File: src/include/ubrg_pkg.sv
// Purpose: Constants for the serial channel bit-rate generator
// Assumes: 40 MHz system clock, one clock domain
// Notes:   Prescaler taps are powers of two of the system clock
package ubrg_pkg;
  localparam int unsigned CNT_W          = 5;
  localparam int unsigned PRE_W          = 4;
  localparam int unsigned SEL_HI_POS     = 7;
  localparam int unsigned SEL_LO_POS     = 6;
  localparam int unsigned POWER_POS      = 7;
  localparam int unsigned TX_EN_POS      = 6;
  localparam int unsigned RX_EN_POS      = 5;
  localparam logic [CNT_W-1:0] CNT_RESET = 5'h00;
  localparam logic [PRE_W-1:0] PRE_RESET = 4'h0;
  localparam logic [CNT_W-1:0] DIV_MIN   = 5'h01;
  localparam logic [3:0] TAP_SEL0        = 4'h0;
  localparam logic [3:0] TAP_SEL1        = 4'h1;
  localparam logic [3:0] TAP_SEL2        = 4'h3;
  localparam logic [3:0] TAP_SEL3        = 4'h7;

  typedef enum logic [0:0] {
    UBRG_RX_IDLE = 1'b0,
    UBRG_RX_RUN  = 1'b1
  } ubrg_rx_state_t;
endpackage : ubrg_pkg

File: src/rtl/ubrg_top.sv
// Purpose: Bit-rate generator with separate transmit and receive counters
// Assumes: Control bits come from same-clock logic; base clock is an
//          enable pulse on CLOCK_IN
// Notes:   Summary of operation
// Summary of operation
// - Clock selector feeds 5-bit programmable counters timing serial bits.
// - Two independent 5-bit counters: one transmit, one receive.
// - Select field bits 7:6 picks base clock; passed only when powered.
// - Base clock output held low while channel power bit is 0.
// - Transmit counter cleared and stopped if power or transmit enable 0.
// - Transmit counter counts base clocks once power and enable are 1.
// - First transmit data write clears the transmit counter to zero.
// - Receive counter cleared and stopped if power or receive enable 0.
// - Receive counter starts only on detected start bit.
// - Receive counter stops after a frame until next start bit.
`timescale 1ns/10ps
module ubrg_top
  import ubrg_pkg::*;
(
  input  wire logic             CLOCK_IN,
  input  wire logic             SRST_IN,
  input  wire logic [1:0]       BASE_CLOCK_SELECT_IN,
  input  wire logic             CHANNEL_POWER_IN,
  input  wire logic             TRANSMIT_ENABLE_IN,
  input  wire logic             RECEIVE_ENABLE_IN,
  input  wire logic [CNT_W-1:0] TX_DIVISOR_IN,
  input  wire logic [CNT_W-1:0] RX_DIVISOR_IN,
  input  wire logic             TX_FIRST_WRITE_IN,
  input  wire logic             RX_START_DETECT_IN,
  input  wire logic             RX_FRAME_DONE_IN,
  output logic                  BASE_CLOCK_OUT,
  output logic                  TX_BIT_TICK_OUT,
  output logic                  RX_BIT_TICK_OUT,
  output logic [CNT_W-1:0]      TX_COUNT_OUT,
  output logic [CNT_W-1:0]      RX_COUNT_OUT,
  output logic                  RX_RUNNING_OUT
);

  // Counter step: reload to zero at divisor minus one, report the wrap
  function automatic logic [CNT_W:0] cnt_step(
    input logic [CNT_W-1:0] cur,
    input logic [CNT_W-1:0] div
  );
    logic [CNT_W-1:0] lim;
    lim = (div < DIV_MIN) ? DIV_MIN : div;
    if (cur >= lim - DIV_MIN) begin
      cnt_step = {1'b1, CNT_RESET};
    end else begin
      cnt_step = {1'b0, CNT_W'(cur + DIV_MIN)};
    end
  endfunction : cnt_step

  logic [PRE_W-1:0] pre;
  logic [PRE_W-1:0] next_pre;
  logic             base_en;
  logic             next_base_en;
  logic [3:0]       tap;

  // Prescaler and base clock gate
  always_comb begin
    case (BASE_CLOCK_SELECT_IN)
      2'b00:   tap = TAP_SEL0;
      2'b01:   tap = TAP_SEL1;
      2'b10:   tap = TAP_SEL2;
      default: tap = TAP_SEL3;
    endcase
    next_pre     = PRE_RESET;
    next_base_en = 1'b0;
    if (CHANNEL_POWER_IN) begin
      next_pre     = PRE_W'(pre + 4'h1);
      next_base_en = ((pre & tap) == tap);
    end
  end

  always_ff @(posedge CLOCK_IN) begin
    if (SRST_IN) begin
      pre     <= PRE_RESET;
      base_en <= 1'b0;
    end else begin
      pre     <= next_pre;
      base_en <= next_base_en;
    end
  end

  assign BASE_CLOCK_OUT = base_en;

  logic [CNT_W-1:0] tx_cnt;
  logic [CNT_W-1:0] next_tx_cnt;
  logic             tx_tick;
  logic             next_tx_tick;
  logic [CNT_W:0]   tx_step;
  logic             tx_on;

  // Transmit counter
  always_comb begin
    tx_on        = CHANNEL_POWER_IN & TRANSMIT_ENABLE_IN;
    tx_step      = cnt_step(tx_cnt, TX_DIVISOR_IN);
    next_tx_cnt  = tx_cnt;
    next_tx_tick = 1'b0;
    if (!tx_on) begin
      next_tx_cnt = CNT_RESET;
    end else if (TX_FIRST_WRITE_IN) begin
      next_tx_cnt = CNT_RESET;
    end else if (base_en) begin
      next_tx_cnt  = tx_step[CNT_W-1:0];
      next_tx_tick = tx_step[CNT_W];
    end
  end

  always_ff @(posedge CLOCK_IN) begin
    if (SRST_IN) begin
      tx_cnt  <= CNT_RESET;
      tx_tick <= 1'b0;
    end else begin
      tx_cnt  <= next_tx_cnt;
      tx_tick <= next_tx_tick;
    end
  end

  ubrg_rx_state_t   rx_state;
  ubrg_rx_state_t   next_rx_state;
  logic [CNT_W-1:0] rx_cnt;
  logic [CNT_W-1:0] next_rx_cnt;
  logic             rx_tick;
  logic             next_rx_tick;
  logic [CNT_W:0]   rx_step;
  logic             rx_on;

  // Receive counter: runs from start bit to end of frame
  always_comb begin
    rx_on         = CHANNEL_POWER_IN & RECEIVE_ENABLE_IN;
    rx_step       = cnt_step(rx_cnt, RX_DIVISOR_IN);
    next_rx_state = rx_state;
    next_rx_cnt   = rx_cnt;
    next_rx_tick  = 1'b0;
    if (!rx_on) begin
      next_rx_state = UBRG_RX_IDLE;
      next_rx_cnt   = CNT_RESET;
    end else begin
      case (rx_state)
        UBRG_RX_IDLE: begin
          next_rx_cnt = CNT_RESET;
          if (RX_START_DETECT_IN) begin
            next_rx_state = UBRG_RX_RUN;
          end
        end
        UBRG_RX_RUN: begin
          if (RX_FRAME_DONE_IN) begin
            next_rx_state = UBRG_RX_IDLE;
            next_rx_cnt   = CNT_RESET;
          end else if (base_en) begin
            next_rx_cnt  = rx_step[CNT_W-1:0];
            next_rx_tick = rx_step[CNT_W];
          end
        end
        default: begin
          next_rx_state = UBRG_RX_IDLE;
          next_rx_cnt   = CNT_RESET;
        end
      endcase
    end
  end

  always_ff @(posedge CLOCK_IN) begin
    if (SRST_IN) begin
      rx_state <= UBRG_RX_IDLE;
      rx_cnt   <= CNT_RESET;
      rx_tick  <= 1'b0;
    end else begin
      rx_state <= next_rx_state;
      rx_cnt   <= next_rx_cnt;
      rx_tick  <= next_rx_tick;
    end
  end

  assign TX_BIT_TICK_OUT = tx_tick;
  assign RX_BIT_TICK_OUT = rx_tick;
  assign TX_COUNT_OUT    = tx_cnt;
  assign RX_COUNT_OUT    = rx_cnt;
  assign RX_RUNNING_OUT  = (rx_state == UBRG_RX_RUN);

  // Checks: base clock gate and prescaler
  AST_BASE_LOW: assert property (@(posedge CLOCK_IN)
    disable iff (SRST_IN)
    !CHANNEL_POWER_IN |=> !BASE_CLOCK_OUT)
    else $error("Base clock active while unpowered");

  AST_BASE_PWR: assert property (@(posedge CLOCK_IN)
    disable iff (SRST_IN)
    BASE_CLOCK_OUT |-> $past(CHANNEL_POWER_IN))
    else $error("Base clock pulse without power");

  AST_BASE_SEL0: assert property (@(posedge CLOCK_IN)
    disable iff (SRST_IN)
    (CHANNEL_POWER_IN && BASE_CLOCK_SELECT_IN == 2'b00)[*3]
    |-> BASE_CLOCK_OUT)
    else $error("Undivided base clock missing");

  AST_BASE_SEL1: assert property (@(posedge CLOCK_IN)
    disable iff (SRST_IN)
    (CHANNEL_POWER_IN && BASE_CLOCK_SELECT_IN == 2'b01)[*3]
    ##0 !BASE_CLOCK_OUT |=> BASE_CLOCK_OUT)
    else $error("Half-rate base clock missing");

  AST_BASE_DIV: assert property (@(posedge CLOCK_IN)
    disable iff (SRST_IN)
    BASE_CLOCK_OUT && BASE_CLOCK_SELECT_IN != 2'b00
    && $past(BASE_CLOCK_SELECT_IN) != 2'b00 |=> !BASE_CLOCK_OUT)
    else $error("Divided base clock pulsed twice in a row");

  // Checks: transmit counter
  AST_TX_HOLD: assert property (@(posedge CLOCK_IN)
    disable iff (SRST_IN)
    !(CHANNEL_POWER_IN && TRANSMIT_ENABLE_IN)
    |=> TX_COUNT_OUT == 5'h00 && !TX_BIT_TICK_OUT)
    else $error("Transmit counter not held");

  AST_TX_COUNT: assert property (@(posedge CLOCK_IN)
    disable iff (SRST_IN)
    CHANNEL_POWER_IN && TRANSMIT_ENABLE_IN && !TX_FIRST_WRITE_IN
    && BASE_CLOCK_OUT && !tx_step[CNT_W]
    |=> TX_COUNT_OUT == $past(TX_COUNT_OUT) + 5'h01)
    else $error("Transmit counter did not advance");

  AST_TX_WAIT: assert property (@(posedge CLOCK_IN)
    disable iff (SRST_IN)
    CHANNEL_POWER_IN && TRANSMIT_ENABLE_IN && !TX_FIRST_WRITE_IN
    && !BASE_CLOCK_OUT |=> $stable(TX_COUNT_OUT) && !TX_BIT_TICK_OUT)
    else $error("Transmit counter moved without base clock");

  AST_TX_WRAP: assert property (@(posedge CLOCK_IN)
    disable iff (SRST_IN)
    CHANNEL_POWER_IN && TRANSMIT_ENABLE_IN && !TX_FIRST_WRITE_IN
    && BASE_CLOCK_OUT && tx_step[CNT_W]
    |=> TX_COUNT_OUT == 5'h00 && TX_BIT_TICK_OUT)
    else $error("Transmit counter did not reload with a tick");

  AST_TX_CLEAR: assert property (@(posedge CLOCK_IN)
    disable iff (SRST_IN)
    TX_FIRST_WRITE_IN |=> TX_COUNT_OUT == 5'h00 && !TX_BIT_TICK_OUT)
    else $error("First write did not clear counter");

  AST_TICK_ONE: assert property (@(posedge CLOCK_IN)
    disable iff (SRST_IN)
    TX_BIT_TICK_OUT |-> TX_COUNT_OUT == 5'h00 && $past(BASE_CLOCK_OUT))
    else $error("Transmit tick without a reload");

  AST_NO_TICK: assert property (@(posedge CLOCK_IN)
    disable iff (SRST_IN)
    !BASE_CLOCK_OUT |=> !TX_BIT_TICK_OUT && !RX_BIT_TICK_OUT)
    else $error("Bit tick without base clock");

  // Checks: receive counter
  AST_RX_HOLD: assert property (@(posedge CLOCK_IN)
    disable iff (SRST_IN)
    !(CHANNEL_POWER_IN && RECEIVE_ENABLE_IN)
    |=> RX_COUNT_OUT == 5'h00 && !RX_RUNNING_OUT)
    else $error("Receive counter not held");

  AST_RX_START: assert property (@(posedge CLOCK_IN)
    disable iff (SRST_IN)
    !RX_RUNNING_OUT && !RX_START_DETECT_IN |=> !RX_RUNNING_OUT
    && RX_COUNT_OUT == 5'h00)
    else $error("Receive counter ran without start bit");

  AST_RX_GO: assert property (@(posedge CLOCK_IN)
    disable iff (SRST_IN)
    CHANNEL_POWER_IN && RECEIVE_ENABLE_IN && !RX_RUNNING_OUT
    && RX_START_DETECT_IN |=> RX_RUNNING_OUT && RX_COUNT_OUT == 5'h00)
    else $error("Start bit did not start receive counter");

  AST_RX_COUNT: assert property (@(posedge CLOCK_IN)
    disable iff (SRST_IN)
    CHANNEL_POWER_IN && RECEIVE_ENABLE_IN && RX_RUNNING_OUT
    && !RX_FRAME_DONE_IN && BASE_CLOCK_OUT && !rx_step[CNT_W]
    |=> RX_COUNT_OUT == $past(RX_COUNT_OUT) + 5'h01)
    else $error("Receive counter did not advance");

  AST_RX_WAIT: assert property (@(posedge CLOCK_IN)
    disable iff (SRST_IN)
    CHANNEL_POWER_IN && RECEIVE_ENABLE_IN && RX_RUNNING_OUT
    && !RX_FRAME_DONE_IN && !BASE_CLOCK_OUT |=> $stable(RX_COUNT_OUT))
    else $error("Receive counter moved without base clock");

  AST_RX_WRAP: assert property (@(posedge CLOCK_IN)
    disable iff (SRST_IN)
    CHANNEL_POWER_IN && RECEIVE_ENABLE_IN && RX_RUNNING_OUT
    && !RX_FRAME_DONE_IN && BASE_CLOCK_OUT && rx_step[CNT_W]
    |=> RX_COUNT_OUT == 5'h00 && RX_BIT_TICK_OUT)
    else $error("Receive counter did not reload with a tick");

  AST_RX_STOP: assert property (@(posedge CLOCK_IN)
    disable iff (SRST_IN)
    RX_RUNNING_OUT && RX_FRAME_DONE_IN
    |=> !RX_RUNNING_OUT && RX_COUNT_OUT == 5'h00)
    else $error("Receive counter kept running after frame");

  AST_RX_IDLE: assert property (@(posedge CLOCK_IN)
    disable iff (SRST_IN)
    !RX_RUNNING_OUT |=> !RX_BIT_TICK_OUT)
    else $error("Receive tick while stopped");

  AST_RX_TICK_ONE: assert property (@(posedge CLOCK_IN)
    disable iff (SRST_IN)
    RX_BIT_TICK_OUT |-> RX_COUNT_OUT == 5'h00
    && $past(BASE_CLOCK_OUT) && $past(RX_RUNNING_OUT))
    else $error("Receive tick without a reload");

  // Checks: reset
  AST_RESET: assert property (@(posedge CLOCK_IN)
    SRST_IN |=> TX_COUNT_OUT == 5'h00 && RX_COUNT_OUT == 5'h00
    && !BASE_CLOCK_OUT && !RX_RUNNING_OUT
    && !TX_BIT_TICK_OUT && !RX_BIT_TICK_OUT)
    else $error("Reset did not clear generator");

endmodule : ubrg_top

File: config.mk
export PLATFORM = sky130hd
export DESIGN_NAME = ubrg_top
export DESIGN_NICKNAME = d
export VERILOG_FILES = /design/src/include/ubrg_pkg.sv /design/src/rtl/ubrg_top.sv
export SDC_FILE = /design/constraint.sdc
export NUM_CORES = 1
export LEC_CHECK = 0
export ABC_AREA = 1
export BUFFER_PORTS_ARGS = -buffer_cell sky130_fd_sc_hd__buf_2
export CORE_MARGIN = 10
export CORE_UTILIZATION = 51
export CTS_BUF_LIST = sky130_fd_sc_hd__clkbuf_8
export DETAILED_ROUTE_END_ITERATION = 10
export PLACE_DENSITY_LB_ADDON = 0.12
export SETUP_SLACK_MARGIN = 0.15
export SLEW_MARGIN = 20
export SYNTH_ARGS = -nofsm -noshare
export SYNTH_HDL_FRONTEND = slang
export SYNTH_SLANG_ARGS = --single-unit
File: constraint.sdc
create_clock -name CLOCK_IN -period 3.6 [get_ports CLOCK_IN]
set_input_delay 1.08 -clock CLOCK_IN [delete_from_list [all_inputs] [get_ports CLOCK_IN]]
set_output_delay 1.08 -clock CLOCK_IN [all_outputs]
set_load 0.1 [all_outputs]
==> run summary, run 1 <==
- 24 — distinct cell type count after synthesis
- 0 — final setup violating endpoints
- 20.0% — Area growth, synth to finish
- 0.676 — Max transition margin
- 6 — largest fanout on the critical path
- 0 — YS warnings
- false — RSZ-0062 raised after global routing
- clkbuf_8 — cell at the root of the clock tree
- 17 — number of clock sinks
- 0 — Final Max Tran Viols
- dfxtp_1, ha_1, nand2_1, inv_1, nor2_1 — main area contributors after synthesis
- 0 — gr ovfl total
- 168 — synthesized instance count
- yes — CTS tree
- RX_COUNT_OUT[2] — startpoint of the worst-slack reg-to-reg timing path
- pre[0] — WHS Endpoint
- 0.07 ns — clock-pin slew on the worst setup and hold paths
- 17 — standard-cell rows
- finished, final reports clean — result of the run
- 1 — Cells on Worst Hold Path
- 240 — post-layout net count
- 0 — cts-stage hold buffer count
- pre[0] — Hold Startpoint
- 3 — number of buffers created by CTS
- input pin to flop — Critical Setup Path Class
- 0.466 ns — smallest hold slack
- 1124 — vias post-DR
- 0 — Synth async-reset ratio
- 2.61 mm — total wire length
- 0.490 ns — actual slew at the worst max-slew pin
- 0.155 — portion of total power attributed to combinational logic
- 0.765 — final weighted congestion of routability-driven global placement
- 0.25 ns — insertion delay to the later sink of the worst-skew pair
- 0.119 — total global-route track usage
- 3.78 ns — WP data required
- 8 — Worst Reg-to-Reg Cells
- 0.000217 V — Worst IR Drop VDD
- 2 — Max Buffers Root-to-Sink
- 0 — CTS resizes
- 0 — max-cap violation count
- 11.2 um — routed len/inst
- 0.00118 sq mm — netlist area before placement
- 0.259 — switching part of the total
- 0 — Antenna Nets Post-Route
- 68.0 um — Die H
- 203 — Syn Nets
- 0 — drt drc
- 4.39 mm — global-route wire length before repair
- 0.00463 sq mm — die footprint
- 0.225 — ratio of cells with drive above 1 in the final layout
- 11 — maximum number of pins on one net before global-route repair
- 0 — antenna violations before repair
- 0 — final antenna diode count
- 0 — number of endpoints with negative hold slack in the final report
- 2.78 ns — minimum clock period
- dfxtp_1 — area leader, netlist
- 360 MHz — achievable clock frequency
- flop to flop — worst hold path type
- 4 — number of search-and-repair iterations in the first detailed-routing pass
- 2.21 mm — HPWL after DPL
- 0.488 — part of the total power dissipated in sequential elements
- 0 — Post-CTS Setup Bufs
- 0.532 — initial core utilization
- 0 — number of enable flip-flop cells after synthesis
- 33 — number of port buffers
- input pin — sort of element at the start of the critical path
- 0.00221 sq mm — core area
- 0.289 — part of the Yosys area used for sequential elements
- RX_COUNT_OUT[2] — destination of the worst register-to-register timing path
- 211 — count of fill cells added during filler insertion
- 7.00 sq um — average cell area after synthesis
- flop — kind of capture point of the worst setup path
- 68.0 um — die width
- 0.289 — share of the synthesized area in the top cell type
- 1095 — vias in the first global route
- 0.358 — power share of the clock group
- 17 — flops & latches, synth
- 0.000292 W — Internal Dissipation
- 0.000102 W — switching power total
- 0.772 — fin crit share
- 38 — DRC marker count from the first detailed-route iteration
- dfxtp_1 — Main synth FF type
- 4.84 — average via count per standard cell
- 279 mW/mm^2 — areal power density over the cells
- 0.755 nW — Lkg Pwr
- 0.00386 ns — final worst clock skew
- 2.07 ns — reg2reg setup slack
- 0 ns — Setup TNS Final
- 2.96 ns — Arr. time, crit path
- 34 — io pins
- 1 — H-tree depth
## worst max-delay path by stage
stage,startpoint,end,slack [ns],cells after the start
after CTS,RX_DIVISOR_IN[2],RX_COUNT_OUT[1],0.83,13
after global placement,RX_DIVISOR_IN[2],RX_COUNT_OUT[0],0.60,13
final,RX_DIVISOR_IN[2],RX_COUNT_OUT[2],0.82,13
after floorplan,RX_DIVISOR_IN[1],RX_COUNT_OUT[0],0.92,12
after global routing,RX_DIVISOR_IN[1],RX_COUNT_OUT[4],0.60,13
after detailed placement,RX_DIVISOR_IN[2],RX_COUNT_OUT[0],0.57,13
## final cells by class
cell class              instances  area [sq um]  area share
inverters                      34           128      0.0904
repair buffers                 33           165       0.117
multi-input cells             116           697       0.494
clock inverters                 1          5.00     0.00355
well taps                      28          35.0      0.0248
clock buffers                   3          41.3      0.0293
flip-flops and latches         17           340       0.241
## layer usage
metal / wire length [um] / GRT usage / up-vias / part of all wire
met5: 0 / 0 / - / 0
met4: 12 / 0.0302 / 0 / 0.0046
met3: 187 / 0.0424 / 2 / 0.072
met2: 1300 / 0.206 / 31 / 0.50
met1: 1110 / 0.135 / 496 / 0.43
li1: - / - / 595 / -
## per-stage QoR
step / std cells / setup slack [ns] / cell area, sq um / util / total power (W)
2_1_floorplan: 168 / 0.925 / 1180 / - / 0.000238
3_3_place_gp: 228 / 0.603 / 1370 / 0.617 / 0.000255
3_5_place_dp: 228 / 0.570 / 1370 / 0.617 / 0.000258
4_1_cts: 232 / 0.832 / 1410 / 0.638 / 0.000398
5_1_grt: 232 / 0.597 / 1410 / 0.638 / 0.000420
6_report: 232 / 0.823 / 1410 / 0.638 / 0.000394
## placed cells by master, fill, tap and decap left out
cell type,Yosys,layout
nand2_1,36,36
buf_2,0,33
inv_1,29,29
nor2_1,22,22
dfxtp_1,17,17
ha_1,15,15
a21oi_1,9,9
xor2_1,6,6
inv_2,5,5
xnor2_1,5,5
nand3_1,4,4
nand4_1,3,3
clkbuf_8,0,3
nand3b_1,2,2
a31oi_1,2,2
o21ai_0,2,2
nor2_2,2,2
and3_1,1,1
or2_0,1,1
mux2i_1,1,1
o211ai_1,1,1
o21bai_1,1,1
nand3_2,1,1
nor3_1,1,1
a21oi_2,1,1
clkinv_2,0,1
## critical path: stages
cell and delay (ns):
buf_2 0.12, nor2_1 0.13, a31oi_1 0.13, ha_1 0.23, nand2_1 0.10, xor2_1 0.15
inv_1 0.06, ha_1 0.31, a21oi_1 0.15, nand2_1 0.08, nor2_2 0.22, nand2_1 0.09
a21oi_1 0.12
## registers in the layout (all words and copies together), names as in the netlist
register and cells:
BASE_CLOCK_OUT 1, TX_BIT_TICK_OUT 1, RX_COUNT_OUT 5, RX_RUNNING_OUT 1
TX_COUNT_OUT 5, RX_BIT_TICK_OUT 1, pre 3
## cells in the mapped netlist (3+ instances only)
| master | number |
|---|---|
| ha_1 | 15 |
| nand4_1 | 3 |
| nand2_1 | 36 |
| nand3_1 | 4 |
| xor2_1 | 6 |
| inv_2 | 5 |
| dfxtp_1 | 17 |
| xnor2_1 | 5 |
| inv_1 | 29 |
| a21oi_1 | 9 |
| nor2_1 | 22 |
## power by group through the flow
| stage | Combinational, W | Sequential, W | Clock [W] |
|---|---|---|---|
| after global placement | 0.0000584 | 0.000197 | 0 |
| after global routing | 0.0000705 | 0.000193 | 0.000157 |
| after floorplan | 0.0000374 | 0.000201 | 0 |
| final | 0.0000610 | 0.000192 | 0.000141 |
| after detailed placement | 0.0000610 | 0.000197 | 0 |
| after CTS | 0.0000614 | 0.000192 | 0.000144 |
## cell families after synthesis
kind of cell,share of synthesized area
AND/OR/NAND/NOR,0.265
buffers and inverters,0.118
flip-flops,0.289
AO/OA/AOI/OAI,0.0777
adder cells (fa/ha/maj),0.160
XOR/XNOR,0.0819
multiplexers,0.00851
No activity file was read; power rests on OpenSTA's default activity.
==> run 2, diff against run 1 <==
--- a/config.mk
+++ b/config.mk
@@ -5,10 +5,10 @@
 export SDC_FILE = /design/constraint.sdc
 export NUM_CORES = 1
 export LEC_CHECK = 0
-export ABC_AREA = 1
+export ABC_AREA = 0
 export BUFFER_PORTS_ARGS = -buffer_cell sky130_fd_sc_hd__buf_2
 export CORE_MARGIN = 10
-export CORE_UTILIZATION = 51
+export CORE_UTILIZATION = 47
 export CTS_BUF_LIST = sky130_fd_sc_hd__clkbuf_8
 export DETAILED_ROUTE_END_ITERATION = 10
 export PLACE_DENSITY_LB_ADDON = 0.12
==> constraint.sdc (replaced) <==
create_clock -name CLOCK_IN -period 2.4 [get_ports CLOCK_IN]
set_input_delay 0.72 -clock CLOCK_IN [delete_from_list [all_inputs] [get_ports CLOCK_IN]]
set_output_delay 0.72 -clock CLOCK_IN [all_outputs]
set_load 0.1 [all_outputs]
==> run summary, run 2 <==
- 2.73 mm — total wire length, +4.8%
- 1.04 — fin crit share
- buf_2 — commonest non-fill, non-tap cell in the layout
- 0.81 ns — reg2reg setup slack, -1.26 ns
- finished, violations left — result of the run
- 0.00465 sq mm — die footprint, +0.56%
- 0 — YS warnings, unchanged
- 392 mW/mm^2 — areal power density over the cells, +40%
- 0.671 — Max transition margin, -0.00468
- 1089 — vias in the first global route, -0.55%
- 0 — gr ovfl total, unchanged
- 216 — post-layout net count, -10%
- 0 — number of enable flip-flop cells after synthesis, unchanged
- 0.07 ns — clock-pin slew on the worst setup and hold paths, about the same
- dfxtp_1 — area leader, netlist
- 0.744 — fraction of the core area covered by cells at the end of the flow, +0.106
- setup timing — violations in the final reports
- 0 — Antenna Nets Post-Route, unchanged
- 7 — Worst Reg-to-Reg Cells, -1
- 2.49 ns — minimum clock period
- 401 MHz — achievable clock frequency
- yes — CTS tree
- 0.00109 sq mm — netlist area before placement, -7.1%
- -0.0925 ns — final worst slack, -0.915 ns
- 0.124 — total global-route track usage, +0.00529
- 11 — final setup violating endpoints, +11
- 12 — maximum number of pins on one net before global-route repair, +1
- 2.55 ns — WP data required, -1.23 ns
- dfxtp_1, ha_1, xor2_1, xnor2_1, nor2_1 — main area contributors after synthesis
- 0 — antenna violations before repair, unchanged
- clkbuf_8 — cell at the root of the clock tree
- 0.000645 W — post-route total power, +64%
- 2.65 ns — Arr. time, crit path, -0.31 ns
- 2.09 mm — HPWL after DPL, -5.5%
- 0 — max-cap violation count, unchanged
- 50.6% — Area growth, synth to finish
- 17 — flops & latches, synth, unchanged
- 68.2 um — Die H, +0.28%
- true — RSZ-0062 raised after global routing
- 1074 — vias post-DR, -4.4%
- -0.574 ns — Setup TNS Final, -0.574 ns
- 0.312 — part of the Yosys area used for sequential elements, +0.0222
- 49 — DRC marker count from the first detailed-route iteration, +29%
- 0.238 — met2 track demand over resource, +0.0326
- 0 — drt drc, unchanged
- 3 — number of buffers created by CTS, unchanged
- 4.52 mm — global-route wire length before repair, +3.0%
- 30 — distinct cell type count after synthesis, +25%
- 0.445 ns — smallest hold slack, -0.0213 ns
- 2 — Max Buffers Root-to-Sink, unchanged
- met2 — busiest grt layer
- buf_2, buf_4, dfxtp_1, ha_1 — highest-count cells in the layout ignoring fill and taps
- 0.836 — final weighted congestion of routability-driven global placement, +9.2%
- 0.761 nW — Lkg Pwr, +0.91%
- flop — kind of capture point of the worst setup path
- 0.000371 V — Worst IR Drop VDD, +71%
- dfxtp_1 — Main synth FF type
- 0.497 ns — actual slew at the worst max-slew pin, +0.00707 ns
- 0.467 — ratio of cells with drive above 1 in the final layout, +0.241
- -0.397 ns — post-placement setup slack, -0.967 ns
- 0.494 — initial core utilization, -0.0379
- input pin to flop — Critical Setup Path Class
- input pin — sort of element at the start of the critical path
- 3 — number of search-and-repair iterations in the first detailed-routing pass, -1
- 0 — Synth async-reset ratio, unchanged
- 17 — standard-cell rows, unchanged
- 1 — H-tree depth, unchanged
- 0.26 ns — insertion delay to the later sink of the worst-skew pair, about the same
- flop to flop — worst hold path type
- 0.00654 ns — final worst clock skew, +0.00268 ns
- 34 — io pins, unchanged
- 0 — cts-stage hold buffer count, unchanged
- 0.120 — met1 routing resource usage after global routing, -0.0150
- dfxtp_1 — leading cell type by number of instances after synthesis
- 5.16 — average via count per standard cell, +6.6%
- 13.1 um — routed len/inst, +17%
- dfxtp_1, ha_1, nor2_1 — most frequent cells after synthesis
- 68.2 um — die width, +0.28%
- 4 — largest fanout on the critical path, -2
- 8.95 sq um — average cell area after synthesis, +28%
- 122 — synthesized instance count, -27%
- 0 — number of endpoints with negative hold slack in the final report, unchanged
- 0.312 — share of the synthesized area in the top cell type, +0.0222
- 33 — number of port buffers, unchanged
- 0.0424 — routing usage on met3, unchanged
- 1 — Cells on Worst Hold Path, unchanged
- 0.00221 sq mm — core area, unchanged
- 157 — Syn Nets, -23%
- 0 — Final Max Tran Viols, unchanged
- 0 — final antenna diode count, unchanged
- 17 — number of clock sinks, unchanged
## run 2: cell count changes in the layout (fill, tap and decap cells not counted), moves of 5 or more
cell      before  now
a21oi_1        9    2
buf_4          0   21
inv_1         29    6
inv_2          5    0
nand2_1       36    7
nand2b_1       0    5
nor2_1        22    7
o21ai_2        0    5
## run 2: worst paths after layout
check	endpoint	start
min	pre[0]	pre[0]
max	RX_COUNT_OUT[2]	RX_DIVISOR_IN[2]
max reg2reg	TX_COUNT_OUT[3]	TX_COUNT_OUT[0]
min reg2reg	pre[0]	pre[0]
## run 2: cell type report
| cell class | instances | area [sq um] |
|---|---|---|
| Fill cell | 178 | 567 |
| Sequential cell | 17 | 340 |
| Inverter | 6 | 22.5 |
| Multi-Input combinational cell | 98 | 832 |
| Clock inverter | 1 | 7.51 |
| Clock buffer | 3 | 41.3 |
| Timing Repair Buffer | 55 | 367 |
| Tap cell | 28 | 35.0 |
## run 2: worst max-delay path, cell delays in order
cell and delay (ns):
buf_8 0.10, nor4_4 0.29, nor2_2 0.07, ha_2 0.18, buf_4 0.13, xnor2_1 0.12, ha_1 0.32, nand2_2 0.08
o21ai_4 0.22, a311oi_2 0.12, o31a_1 0.28
## run 2: logic make-up after synthesis
logic type	after synthesis	synth area share
simple gates	48	0.235
xor+xnor	13	0.104
fa+ha+maj	15	0.172
flops	17	0.312
mux	1	0.00916
compound gates	21	0.143
buf+inv	7	0.0252
## run 2: metal layers
metal	vias up	part of all wire
met3	5	0.058
met5	-	0
met2	20	0.55
met1	501	0.38
met4	0	0.015
li1	548	-
## run 2: repair_timing
action                                  in CTS  in global routing
setup buffers                                4                  4
pin swaps                                   13                 13
endpoints found under the setup margin      12                 12
gates cloned                                 0                  0
endpoints found under the hold margin        0                  0
gates resized for setup                     11                 15
## run 2: through the flow
stage	cells	area, sq um
2_1_floorplan	122	1130
3_3_place_gp	196	1430
3_5_place_dp	196	1430
4_1_cts	204	1550
5_1_grt	208	1650
6_report	208	1650
## run 2: report_power, final
part / leakage, nW / switching, W / internal (W) / total, W
registers: 0.137 / 0.00000167 / 0.000285 / 0.000286
clock network: 0.0217 / 0.000103 / 0.000117 / 0.000220
logic: 0.602 / 0.0000664 / 0.0000720 / 0.000138
total: 0.761 / 0.000171 / 0.000474 / 0.000645
